`config.mk`:
```
export PLATFORM = sky130hd
export DESIGN_NAME = apq_core
export DESIGN_NICKNAME = d
export VERILOG_FILES = /design/src/verilog/apq_pkg.sv /design/src/verilog/apq_core.sv
export SDC_FILE = /design/constraint.sdc
export NUM_CORES = 1
export LEC_CHECK = 0
export BUFFER_PORTS_ARGS = -buffer_cell sky130_fd_sc_hd__buf_2
export CORE_MARGIN = 5
export CORE_UTILIZATION = 49
export DETAILED_ROUTE_END_ITERATION = 8
export GPL_TIMING_DRIVEN = 0
export PLACE_DENSITY = 0.7
export SYNTH_ARGS = -nofsm -noshare
export SYNTH_HDL_FRONTEND = slang
export SYNTH_SLANG_ARGS = --single-unit
```
`constraint.sdc`:
```
create_clock -name mclk -period 12 [get_ports mclk]
set_input_delay 1.2 -clock mclk [delete_from_list [all_inputs] [get_ports mclk]]
set_output_delay 1.2 -clock mclk [all_outputs]
set_load 0.05 [all_outputs]
```
`src/verilog/apq_pkg.sv`:
```
// shared constants, tables and types for the angle output stage
package apq_pkg;
  // clock and update timing
  localparam int unsigned CLK_HZ         = 25_000_000;
  localparam int unsigned CLK_PERIOD_NS  = 40;
  localparam int unsigned T_ANG_NS       = 1000;
  localparam int unsigned T_ZCD_US       = 32;
  localparam int unsigned T_FIELD_US     = 128;
  localparam int unsigned ANG_CYC        = T_ANG_NS / CLK_PERIOD_NS;
  localparam int unsigned ZCD_CYC        = (T_ZCD_US * 1000) / CLK_PERIOD_NS;
  localparam int unsigned FIELD_CYC      = (T_FIELD_US * 1000) / CLK_PERIOD_NS;
  localparam int unsigned DIV_W          = 12;

  // serial register addresses
  localparam logic [5:0] ADR_ANGLE12     = 6'h20;
  localparam logic [5:0] ADR_FIELD       = 6'h2A;
  localparam logic [5:0] ADR_ANGLE15     = 6'h32;

  // resolution field in nonvolatile row 0x19
  localparam logic [7:0] ROW_RESOLUTION  = 8'h19;
  localparam int unsigned RES_LSB        = 0;
  localparam int unsigned RES_MSB        = 3;
  localparam logic [3:0] RES_CODE_MIN    = 4'h3;
  localparam logic [3:0] RES_CODE_MAX    = 4'hE;
  localparam logic [3:0] RES_SHIFT_OFS   = 4'h1;

  // pwm shape
  localparam int unsigned PWM_EDGE_DIV   = 20;
  localparam int unsigned PWM_ANG_BITS   = 12;
  localparam int unsigned PER_W          = 18;

  // carrier frequency in Hz, index = band * 16 + fine
  localparam int unsigned CARRIER_FINE_SELECT_HZ [0:127] = '{
    3125, 3101, 3077, 3053, 3030, 3008, 2985, 2963, 2941, 2920, 2899, 2878, 2857, 2837, 2817, 2797,
    2778, 2740, 2703, 2667, 2632, 2597, 2564, 2532, 2500, 2469, 2439, 2410, 2381, 2353, 2326, 2299,
    2273, 2222, 2174, 2128, 2083, 2041, 2000, 1961, 1923, 1887, 1852, 1818, 1786, 1754, 1724, 1695,
    1667, 1613, 1563, 1515, 1471, 1429, 1389, 1351, 1316, 1282, 1250, 1220, 1190, 1163, 1136, 1111,
    1087, 1042, 1000,  962,  926,  893,  862,  833,  806,  781,  758,  735,  714,  694,  676,  658,
     641,  610,  581,  556,  532,  510,  490,  472,  455,  439,  424,  410,  397,  385,  373,  362,
     352,  333,  316,  301,  287,  275,  263,  253,  243,  234,  225,  217,  210,  203,  197,  191,
     185,  175,  166,  157,  150,  143,  137,  131,  126,  121,  116,  112,  108,  105,  101,   98};

  // shadow copy of the nonvolatile configuration
  typedef struct packed {
    logic [14:0] zero_offset;
    logic [3:0]  res_code;
    logic        abi_invert;
    logic [3:0]  carrier_fine_select;
    logic [2:0]  carrier_band_select;
  } apq_cfg_t;

  // quadrature outputs
  typedef struct packed {
    logic a;
    logic b;
    logic idx;
  } apq_abi_t;

  typedef enum logic [1:0] {
    ST_LOAD = 2'b01,
    ST_RUN  = 2'b10
  } apq_state_t;
endpackage : apq_pkg

```
`src/verilog/apq_core.sv`:
```
// angle output stage: serial snapshot, pwm and quadrature encoder outputs
`timescale 1ns/10ps

module apq_core
  import apq_pkg::*;
#(
  parameter int unsigned WADR_W = 8
) (
  // clock and reset
  input  wire logic              mclk,
  input  wire logic              resetn,
  // processed samples from the signal paths
  input  wire logic [14:0]       main_angle,
  input  wire logic [14:0]       zcd_angle_in,
  input  wire logic [15:0]       field_in,
  input  wire logic              err_flag,
  input  wire logic              uv_flag,
  // nonvolatile contents read at power-up
  input  wire logic [14:0]       nv_zero_offset,
  input  wire logic [15:0]       nv_resolution_row,
  input  wire logic              nv_abi_invert,
  input  wire logic [15:0]       pwm_settings_row,
  // serial read port, frame start is the first serial clock edge
  input  wire logic              rd_frame_start,
  input  wire logic [5:0]        rd_addr,
  output logic [15:0]            rd_data,
  output logic                   rd_valid,
  // extended write pointer
  input  wire logic              wadr_load,
  input  wire logic [WADR_W-1:0] wadr_value,
  output logic [WADR_W-1:0]      write_adr,
  // secondary path angle and run status
  output logic [14:0]            zcd_angle,
  output logic                   ready,
  // open-drain pwm pin, pulls low while enabled
  output logic                   pwm_o,
  output logic                   pwm_oe,
  // encoder pins
  output apq_abi_t               abi
);

  apq_state_t             state, next_state;
  apq_cfg_t               cfg, next_cfg;
  logic [WADR_W-1:0]      next_write_adr;
  logic [DIV_W-1:0]       ang_div, next_ang_div, zcd_div, next_zcd_div, fld_div, next_fld_div;
  logic                   ang_tick, zcd_tick, fld_tick;
  logic [14:0]            ang15, next_ang15, next_zcd_angle;
  logic [15:0]            field, next_field, next_rd_data;
  logic                   next_rd_valid;
  logic [11:0]            ang12;
  logic                   run;

  assign run      = (state == ST_RUN);
  assign ready    = run;
  assign ang12    = ang15[14:3];
  assign pwm_o    = 1'b0;
  assign ang_tick = run && (ang_div == DIV_W'(ANG_CYC - 1));
  assign zcd_tick = run && (zcd_div == DIV_W'(ZCD_CYC - 1));
  assign fld_tick = run && (fld_div == DIV_W'(FIELD_CYC - 1));

  // power-up load sequence and shadow configuration
  always_comb begin
    next_state     = state;
    next_cfg       = cfg;
    next_write_adr = write_adr;
    case (state)
      ST_LOAD: begin
        next_cfg.zero_offset         = nv_zero_offset;
        next_cfg.res_code            = nv_resolution_row[RES_MSB:RES_LSB];
        next_cfg.abi_invert          = nv_abi_invert;
        next_cfg.carrier_fine_select = pwm_settings_row[3:0];
        next_cfg.carrier_band_select = pwm_settings_row[6:4];
        next_state                   = ST_RUN;
      end
      ST_RUN: begin
        if (wadr_load) begin
          next_write_adr = wadr_value;
        end
      end
      default: next_state = ST_LOAD;
    endcase
  end

  always_ff @(posedge mclk) begin
    if (!resetn) begin
      state     <= ST_LOAD;
      cfg       <= '0;
      write_adr <= '0;
    end else begin
      state     <= next_state;
      cfg       <= next_cfg;
      write_adr <= next_write_adr;
    end
  end

  // update dividers and angle registers; values only move on their tick
  always_comb begin
    next_ang_div   = ang_tick ? '0 : (run ? DIV_W'(ang_div + 1'b1) : '0);
    next_zcd_div   = zcd_tick ? '0 : (run ? DIV_W'(zcd_div + 1'b1) : '0);
    next_fld_div   = fld_tick ? '0 : (run ? DIV_W'(fld_div + 1'b1) : '0);
    next_ang15     = ang_tick ? 15'(main_angle - cfg.zero_offset) : ang15;
    next_zcd_angle = zcd_tick ? zcd_angle_in : zcd_angle;
    next_field     = fld_tick ? field_in : field;
  end

  always_ff @(posedge mclk) begin
    if (!resetn) begin
      ang_div   <= '0;
      zcd_div   <= '0;
      fld_div   <= '0;
      ang15     <= '0;
      zcd_angle <= '0;
      field     <= '0;
    end else begin
      ang_div   <= next_ang_div;
      zcd_div   <= next_zcd_div;
      fld_div   <= next_fld_div;
      ang15     <= next_ang15;
      zcd_angle <= next_zcd_angle;
      field     <= next_field;
    end
  end

  // serial snapshot: whole word taken at frame start, later updates cannot tear it
  always_comb begin
    next_rd_data  = rd_data;
    next_rd_valid = 1'b0;
    if (rd_frame_start && run) begin
      next_rd_valid = 1'b1;
      case (rd_addr)
        ADR_ANGLE12: next_rd_data = {1'b0, err_flag, uv_flag,
                                     ~(^{err_flag, uv_flag, ang12}), ang12};
        ADR_ANGLE15: next_rd_data = {1'b0, ang15};
        ADR_FIELD:   next_rd_data = field;
        default:     next_rd_data = 16'h0000;
      endcase
    end
  end

  always_ff @(posedge mclk) begin
    if (!resetn) begin
      rd_data  <= 16'h0000;
      rd_valid <= 1'b0;
    end else begin
      rd_data  <= next_rd_data;
      rd_valid <= next_rd_valid;
    end
  end

  // carrier tables; each entry is an elaboration constant so no divider is built
  logic [PER_W-1:0] per_tab  [128];
  logic [PER_W-1:0] lead_tab [128];
  for (genvar i = 0; i < 128; i++) begin : g_carrier
    assign per_tab[i]  = PER_W'(CLK_HZ / CARRIER_FINE_SELECT_HZ[i]);
    assign lead_tab[i] = PER_W'((CLK_HZ / CARRIER_FINE_SELECT_HZ[i]) / PWM_EDGE_DIV);
  end

  logic [6:0]       sel;
  logic [PER_W-1:0] pcnt, next_pcnt, per_l, next_per_l, lead_l, next_lead_l;
  logic [PER_W-1:0] high_l, next_high_l, span;
  logic [PER_W+PWM_ANG_BITS-1:0] prod;
  logic             pwrap, next_pwm_oe;

  assign sel   = {cfg.carrier_band_select, cfg.carrier_fine_select};
  assign span  = PER_W'(per_tab[sel] - {lead_tab[sel][PER_W-2:0], 1'b0});
  assign prod  = span * ang12;
  assign pwrap = (pcnt >= PER_W'(per_l - 1'b1));

  // compare values reload only at wrap, so a period never mixes two angles
  always_comb begin
    next_pcnt   = pwrap ? '0 : PER_W'(pcnt + 1'b1);
    next_per_l  = per_l;
    next_lead_l = lead_l;
    next_high_l = high_l;
    if (pwrap) begin
      next_per_l  = per_tab[sel];
      next_lead_l = lead_tab[sel];
      next_high_l = PER_W'(lead_tab[sel] + prod[PER_W+PWM_ANG_BITS-1:PWM_ANG_BITS]);
    end
    next_pwm_oe = !(run && (next_pcnt < next_high_l));
  end

  always_ff @(posedge mclk) begin
    if (!resetn) begin
      pcnt   <= '0;
      per_l  <= PER_W'(1);
      lead_l <= '0;
      high_l <= '0;
      pwm_oe <= 1'b1;
    end else begin
      pcnt   <= next_pcnt;
      per_l  <= next_per_l;
      lead_l <= next_lead_l;
      high_l <= next_high_l;
      pwm_oe <= next_pwm_oe;
    end
  end

  // quadrature: state index is the angle shifted down to the selected step
  logic       res_ok;
  logic [3:0] shamt;
  logic [14:0] qidx;
  apq_abi_t   raw, next_abi;

  assign res_ok = (cfg.res_code >= RES_CODE_MIN) && (cfg.res_code <= RES_CODE_MAX);
  assign shamt  = 4'(cfg.res_code - RES_SHIFT_OFS);
  assign qidx   = ang15 >> shamt;
  assign raw.a   = qidx[1];
  assign raw.b   = qidx[1] ^ qidx[0];
  assign raw.idx = (qidx == 15'h0000);

  // invalid or factory codes freeze the pins rather than guess a resolution
  always_comb begin
    next_abi = abi;
    if (run && res_ok) begin
      next_abi = raw ^ {3{cfg.abi_invert}};
    end
  end

  always_ff @(posedge mclk) begin
    if (!resetn) begin
      abi <= '0;
    end else begin
      abi <= next_abi;
    end
  end

  a_ang_hold: assert property (@(posedge mclk) disable iff (!resetn)
    $changed(ang15) |-> $past(ang_tick)) else $error("angle changed off tick");
  a_ang_rate: assert property (@(posedge mclk) disable iff (!resetn)
    ang_tick |=> !ang_tick [*8]) else $error("angle tick too close");
  a_zcd_rate: assert property (@(posedge mclk) disable iff (!resetn)
    $changed(zcd_angle) |-> $past(zcd_div) == DIV_W'(ZCD_CYC - 1)) else $error("zcd bad rate");
  a_fld_rate: assert property (@(posedge mclk) disable iff (!resetn)
    $changed(field) |-> $past(fld_div) == DIV_W'(FIELD_CYC - 1)) else $error("field bad rate");
  a_rd_snap: assert property (@(posedge mclk) disable iff (!resetn)
    (rd_frame_start && run && rd_addr == ADR_ANGLE15) |=> rd_data == {1'b0, $past(ang15)})
    else $error("snapshot mismatch");
  a_rd_stable: assert property (@(posedge mclk) disable iff (!resetn)
    !rd_frame_start |=> $stable(rd_data)) else $error("snapshot moved");
  a_pwm_lead: assert property (@(posedge mclk) disable iff (!resetn)
    (run && $past(run) && pcnt < lead_l) |-> !pwm_oe) else $error("pwm lead not high");
  a_pwm_tail: assert property (@(posedge mclk) disable iff (!resetn)
    (lead_l != 0 && pcnt >= PER_W'(per_l - lead_l)) |-> pwm_oe) else $error("pwm tail not low");
  a_pwm_load: assert property (@(posedge mclk) disable iff (!resetn)
    !$past(pwrap) |-> $stable(high_l)) else $error("compare moved mid period");
  a_quad_gray: assert property (@(posedge mclk) disable iff (!resetn)
    ($past(ang15) + 15'h0001 == ang15 || ang15 + 15'h0001 == $past(ang15))
      |=> !($changed(abi.a) && $changed(abi.b))) else $error("two pins switched");
  a_load_once: assert property (@(posedge mclk) disable iff (!resetn)
    state == ST_LOAD |=> state == ST_RUN && cfg.zero_offset == $past(nv_zero_offset))
    else $error("shadow load failed");
  a_wadr_zero: assert property (@(posedge mclk)
    !resetn |=> write_adr == '0) else $error("write pointer not cleared");

endmodule : apq_core

```
==> metrics.cfg, run 1 <==
[placed_design]
dpl.hpwl_mm = 66.8
port_buffers = 136
dp_cells = 3472
dp_slack_ns = -3.64
gp_congestion = 1.06

[worst_setup_path]
cp_max_fo = 10
crit_type = reg -> reg
required_ns = 12.38
crit_arrival_ns = 12.57
max_stage_delay_ns = 0.57
crit_path_end_kind = flip-flop
cp_slowest_cell = fa_1
cp-start-kind = flip-flop

[timing]
setup_ws_ns = -0.187
finalSetupViolCount = 1
worst_slew_pin_slew_ns = 1.16
slew_headroom_pct = 22.5
whs_ns = 0.461
fin_worst_skew_ns = 0.0308
period_minus_slack_ns = 12.19
report.final.slew_viol_count = 0
fmax_mhz = 82.1
rsz0062_at_grt = yes
fin_tns_setup_ns = -0.187
hold_violations = 0
min_period_over_period_pct = 102

[min_path]
min_path_type = reg -> reg

[clock_network]
clock_latency_ns = 0.52
cts.sinks = 194
hold_buffers = 0
cts_root_buffer = clkbuf_16
cts_buffers = 17
h-tree-depth = 4
cts.path.max_buffers = 2
cts_tree = built
path_clk_slew_ns = 0.08

[global_routing]
grt_pass1_vias = 22400
track_usage_pct = 36.8
antenna_found_initial = 1
grt_pass1_wl_mm = 134
overflow = 0
grt_max_degree = 24

[cells_and_area]
antennaDiodeCount = 0
syn2layout_area_growth_pct = 23.0
fin_util_pct = 61.0
fin_cells = 3615
nNetsFinal = 3464
drive_above_1_share_pct = 20.0

[synthesis]
synth_nets = 3198
ys_seq_area_share_pct = 18.1
async_reset_ff_share_pct = 0
yosysMostFrequentCell = nand2_1
synth_edf_count = 0
yosysWarnings = 0
ys_types = 85
syn_avg_cell_area_um2 = 7.79
synth_seq_cells = 194
synth_flop_cell = dfxtp_1
syn_area_um2 = 21400
syn_inst = 2751
synth_top_area_cell = dfxtp_1
synth_top_cell_area_share_pct = 18.1
synthTopCellsByCount = nand2_1 (335), nor2_1 (291), inv_1 (257)
synth_area_leaders = dfxtp_1 (18%), fa_1 (15%), ha_1 (10%)

[floorplanning]
start_util_pct = 49.6
num_rows = 76
die_w_um = 219
dieArea_um2 = 48000
num_io_pins = 160
core_area_um2 = 43200
die_h_um = 219

[job]
drv_cap = 0

[power_and_ir_drop]
power_leakage_uw = 0.0117
p_per_area_nw_per_um2 = 151
ir_worst_vdd_v = 0.000127

[routing]
drt_iter0_drc = 2592
vias = 22300
first_pass_iters = 9
routedWlPerCell_um = 25.1
drt-total-wl_mm = 90.8
remaining_drc_errors = 2
ant_nets = 0
vias_per_cell = 6.16

[outcome]
violations = design-rule violations, negative setup slack
status = finished with violations

[layer usage]
layer / global-route usage [%] / vias up / share of wire (%)
li1: - / 9810 / -
met1: 47.1 / 10800 / 39
met2: 56.8 / 1386 / 44
met3: 11.4 / 287 / 12
met4: 17.9 / 0 / 5.4
met5: 0 / - / 0
[flip-flops by register name, summed over array words and instances (netlist names), 2 cells and up]
name / cells
cfg: 27
high_l: 18
pcnt: 18
per_l: 18
field: 16
rd_data: 16
ang15: 15
zcd_angle: 15
ang_div: 12
fld_div: 12
zcd_div: 12
write_adr: 8
abi: 3
state: 2
[worst paths after layout]
path	slack (ns)	to	from	depth (start not counted)
worst min-delay path	0.46	cfg[25]	cfg[25]	2
worst max-delay path	-0.19	pwm_oe	cfg[6]	58
worst max register to register	-0.19	pwm_oe	cfg[6]	58
worst min register to register	0.46	cfg[25]	cfg[25]	2
[power breakdown]
part           total (uW)  switching, uW  internal, uW
combinational        2580           1580           993
sequential            752           47.3           705
clock                 646            334           312
total                3970           1970          2010
[placed cells by master (no fill, tap or decap), drive strengths merged, types with 15 or more instances in the layout]
cell type,n
a211oi,38
a21o,33
a21oi,175
a222oi,15
and2,96
and3,17
buf,297
clkbuf,152
dfxtp,194
fa,162
ha,171
inv,262
mux2i,61
mux4,18
nand2,337
nand2b,38
nand3,70
nor2,291
nor2b,41
nor3,63
o211ai,16
o21ai,118
xnor2,79
xor2,46
[what timing repair did]
| item | CTS | global route |
|---|---|---|
| pin swaps | 109 | 102 |
| endpoints found under the setup margin | 15 | 2 |
| resized for setup | 383 | 135 |
| buffers inserted | 84 | 35 |
| gates cloned | 0 | 0 |
[cell families (layout without fill, tap and decap cells)]
logic type	Yosys count	count (layout)	share of synthesized area [%]
mux	85	85	5.06
fa+ha+maj	333	333	25.1
compound gates	546	546	16.6
simple gates	1024	1024	22.1
flops	194	194	18.1
buf+inv	443	722	7.89
other cells	1	1	0.0175
xor+xnor	125	125	5.11
[worst max-delay path, delay by kind of cell, from the launching register on]
family / cells / cell delay, ns
adders and majority gates: 10 / 3.80
buffers and inverters: 13 / 1.91
and+or+nand+nor: 7 / 0.88
xor gates and xnor gates: 2 / 0.45
DFF: 1 / 0.39
AOI/OAI and AO/OA: 26 / 4.61
[area by class of cell]
cell class              count  area (um^2)
multi-input cells        2114        17200
fillers                  3860        16800
flip-flops and latches    194         3900
repair buffers            255         1630
plain buffers             177         1240
inverters                 258          992
well taps                 585          732
clock buffers              17          425
clock inverters            15          236
[metrics by stage]
stage / power, uW / area, um^2
global placement: 2640 / 22800
global route: 4150 / 26400
detailed placement: 2660 / 22800
CTS: 3680 / 25600
finish: 3970 / 26400
floorplan: 2010 / 21400
(Power assumes the default switching activity.)
==> run 2, diff against run 1 <==
- CORE_UTILIZATION: 49 -> 50
- PLACE_DENSITY: 0.7 -> 0.71
- SKIP_CTS_REPAIR_TIMING: unset -> 1
==> run 2 against run 1 <==
First-iteration DRC count fell by 14%. Sequential share of layout area is 0.42 points higher. Core utilization decreased by 0.29 points. Cell area shrank 2.9%. Fmax rose by 0.75%. Combinational power down 7%. Worst hold slack better by 0.0019 ns. Register-to-register slack better by 0.09 ns. The run ends with negative setup slack left. Power is 4.9% lower. Largest power group unchanged. Largest cell class unchanged. Cell count shrank 2.1%. Setup slack improved by 0.091 ns.
==> metrics.cfg, run 2 (same netlist as run 1, synthesis figures left out) <==
[cells_and_area]
largest_register_ff_count = 27  ; unchanged
fin_cells = 3540  ; -2.1%
drive_above_1_share_pct = 18.4  ; -1.6 points
multi_input_area_um2 = 16900  ; -1.5%
postLayoutCellArea_um2 = 25600  ; -2.9%
regMostFlops = cfg
n_fill_cell = 3699  ; -4.2%
final_common_cell = nand2_1
regArea_um2 = 3900  ; about the same
syn2layout_area_growth_pct = 19.5
nNetsFinal = 3433  ; -0.89%
mostFrequentLayoutCells = nand2_1 (319), nor2_1 (278), inv_1 (246)
fin_util_pct = 60.8  ; -0.29 points

[worst_setup_path]
max_stage_delay_ns = 0.54  ; -0.03 ns
cp_slowest_cell = fa_1
r2r_end = pwm_oe
critPathLaunch = cfg[4]
crit_family = adder cells
cp-endpoint = pwm_oe
cp-start-kind = flip-flop
required_ns = 12.38  ; about the same
cp_max_fo = 10  ; unchanged
rrSetupSlack_ns = -0.1  ; +0.09 ns
crit_arrival_ns = 12.48  ; -0.09 ns
crit_cells = 54  ; -6.9%
crit_path_end_kind = flip-flop
r2r_cells = 54  ; -6.9%
path_buf_inv = 10  ; -3
crit_type = reg -> reg
worst_r2r_startpoint = cfg[4]

[floorplanning]
start_util_pct = 50.8  ; +1.2 points
die_h_um = 217  ; -0.96%
core_area_um2 = 42100  ; -2.4%
num_io_pins = 160  ; unchanged
num_rows = 75  ; -1.3%
die_w_um = 217  ; -0.96%
dieArea_um2 = 47100  ; -1.9%

[outcome]
violations = negative setup slack
status = finished with violations

[power_and_ir_drop]
power_leakage_uw = 0.0114  ; -2.8%
seq_power_share_pct = 19.9  ; +1.0 points
p_int_uw = 1900  ; -5.6%
p_sw_share_pct = 49.8  ; +0.37 points
clkPwrFrac_pct = 16.8  ; +0.5 points
p_per_area_nw_per_um2 = 148  ; -2.1%
ir_worst_vdd_v = 0.000143  ; +13%
combPwrFrac_pct = 63.3  ; -1.5 points
switching_power_uw = 1880  ; -4.2%
finalPower_uw = 3780  ; -4.9%

[clock_network]
cts_buffers = 17  ; unchanged
h-tree-depth = 4  ; unchanged
cts.path.max_buffers = 2  ; unchanged
cts.sinks = 194  ; unchanged
cts_root_buffer = clkbuf_16
clock_latency_ns = 0.50  ; -0.02 ns
cts_tree = built
path_clk_slew_ns = 0.08  ; about the same

[routing]
vias = 21900  ; -1.5%
first_pass_iters = 8  ; -1
remaining_drc_errors = 0  ; -2
ant_nets = 0  ; unchanged
vias_per_cell = 6.19  ; +0.54%
drt-total-wl_mm = 86.6  ; -4.6%
routedWlPerCell_um = 24.5  ; -2.5%
drt_iter0_drc = 2230  ; -14%

[placed_design]
gp_congestion = 1.05  ; -0.37%
dp_cells = 3426  ; -1.3%
postPlaceCellArea_um2 = 22800  ; -0.25%
dpl.hpwl_mm = 66.0  ; -1.3%
port_buffers = 136  ; unchanged

[timing]
setup_ws_ns = -0.0960  ; +0.0909 ns
report.final.slew_viol_count = 0  ; unchanged
min_period_over_period_pct = 101  ; -0.76 points
hold_violations = 0  ; unchanged
period_minus_slack_ns = 12.10  ; -0.0909 ns
rsz0062_at_grt = yes
worst_slew_pin_slew_ns = 1.31  ; +0.148 ns
slew_headroom_pct = 12.6  ; -9.8 points
whs_ns = 0.463  ; +0.00189 ns
fmax_mhz = 82.7  ; +0.75%
fin_worst_skew_ns = 0.0131  ; -0.0177 ns
finalSetupViolCount = 1  ; unchanged

[global_routing]
met1_usage_pct = 44.2  ; -2.9 points
grt.met3_usage_pct = 12.0  ; +0.61 points
overflow = 0  ; unchanged
grt_pass1_wl_mm = 127  ; -5.0%
antenna_found_initial = 0  ; -1
grt_max_degree = 25  ; +4.2%
track_usage_pct = 35.1  ; -1.7 points
grt_pass1_vias = 21500  ; -4.3%
busiest_layer = met2
use_met2_pct = 54.1  ; -2.7 points

[min_path]
min_path_type = reg -> reg

[job]
drv_cap = 0  ; unchanged

-- run 2: layout make-up --
class,count,area share (%)
well taps,539,2.63
multi-input cells,2114,66.2
plain buffers,179,4.17
repair buffers,222,5.33
inverters,258,3.84
clock buffers,17,1.66
clock inverters,15,0.914
diodes,2,0.0196
flip-flops and latches,194,15.2
-- run 2: worst reg2reg max path: cells and delay by family, from the launching register on --
kind | cells | cell delay [ns]
flops | 1 | 0.39
mux | 1 | 0.31
fa+ha+maj | 10 | 3.94
buf+inv | 10 | 1.13
compound gates | 18 | 3.65
xor+xnor | 1 | 0.15
simple gates | 14 | 2.42
-- run 2: how the worst min path moves through the flow --
| stage | from | cells past startpoint | slack, ns | to |
|---|---|---|---|---|
| after floorplan | ang_div[0] | 1 | 0.43 | ang_div[0] |
| after global placement | ang_div[0] | 1 | 0.44 | ang_div[0] |
| after detailed placement | cfg[15] | 2 | 0.45 | cfg[15] |
| after CTS | cfg[23] | 2 | 0.46 | cfg[23] |
| after global routing | write_adr[0] | 2 | 0.48 | write_adr[0] |
| final | cfg[21] | 2 | 0.46 | cfg[21] |
-- run 2: power by group through the flow --
stage | combinational [uW] | clock, uW | sequential (uW)
after CTS | 1890 | 645 | 752
after global routing | 2530 | 671 | 760
after global placement | 1860 | 0 | 764
final | 2390 | 635 | 753
after floorplan | 1250 | 0 | 757
after detailed placement | 1880 | 0 | 767
-- run 2: per-stage QoR --
stage / worst slack (ns) / setup TNS (ns)
after floorplan: 0.0522 / 0
after global placement: -3.69 / -23.19
after detailed placement: -3.67 / -22.66
after CTS: -3.76 / -23.73
after global routing: -0.426 / -0.426
final: -0.0960 / -0.0960
-- run 2: metal layers --
layer | part of all wire, % | up-vias
li1 | - | 9770
met1 | 39 | 10600
met2 | 43 | 1245
met3 | 11 | 295
met4 | 5.8 | 2
met5 | 0.062 | -
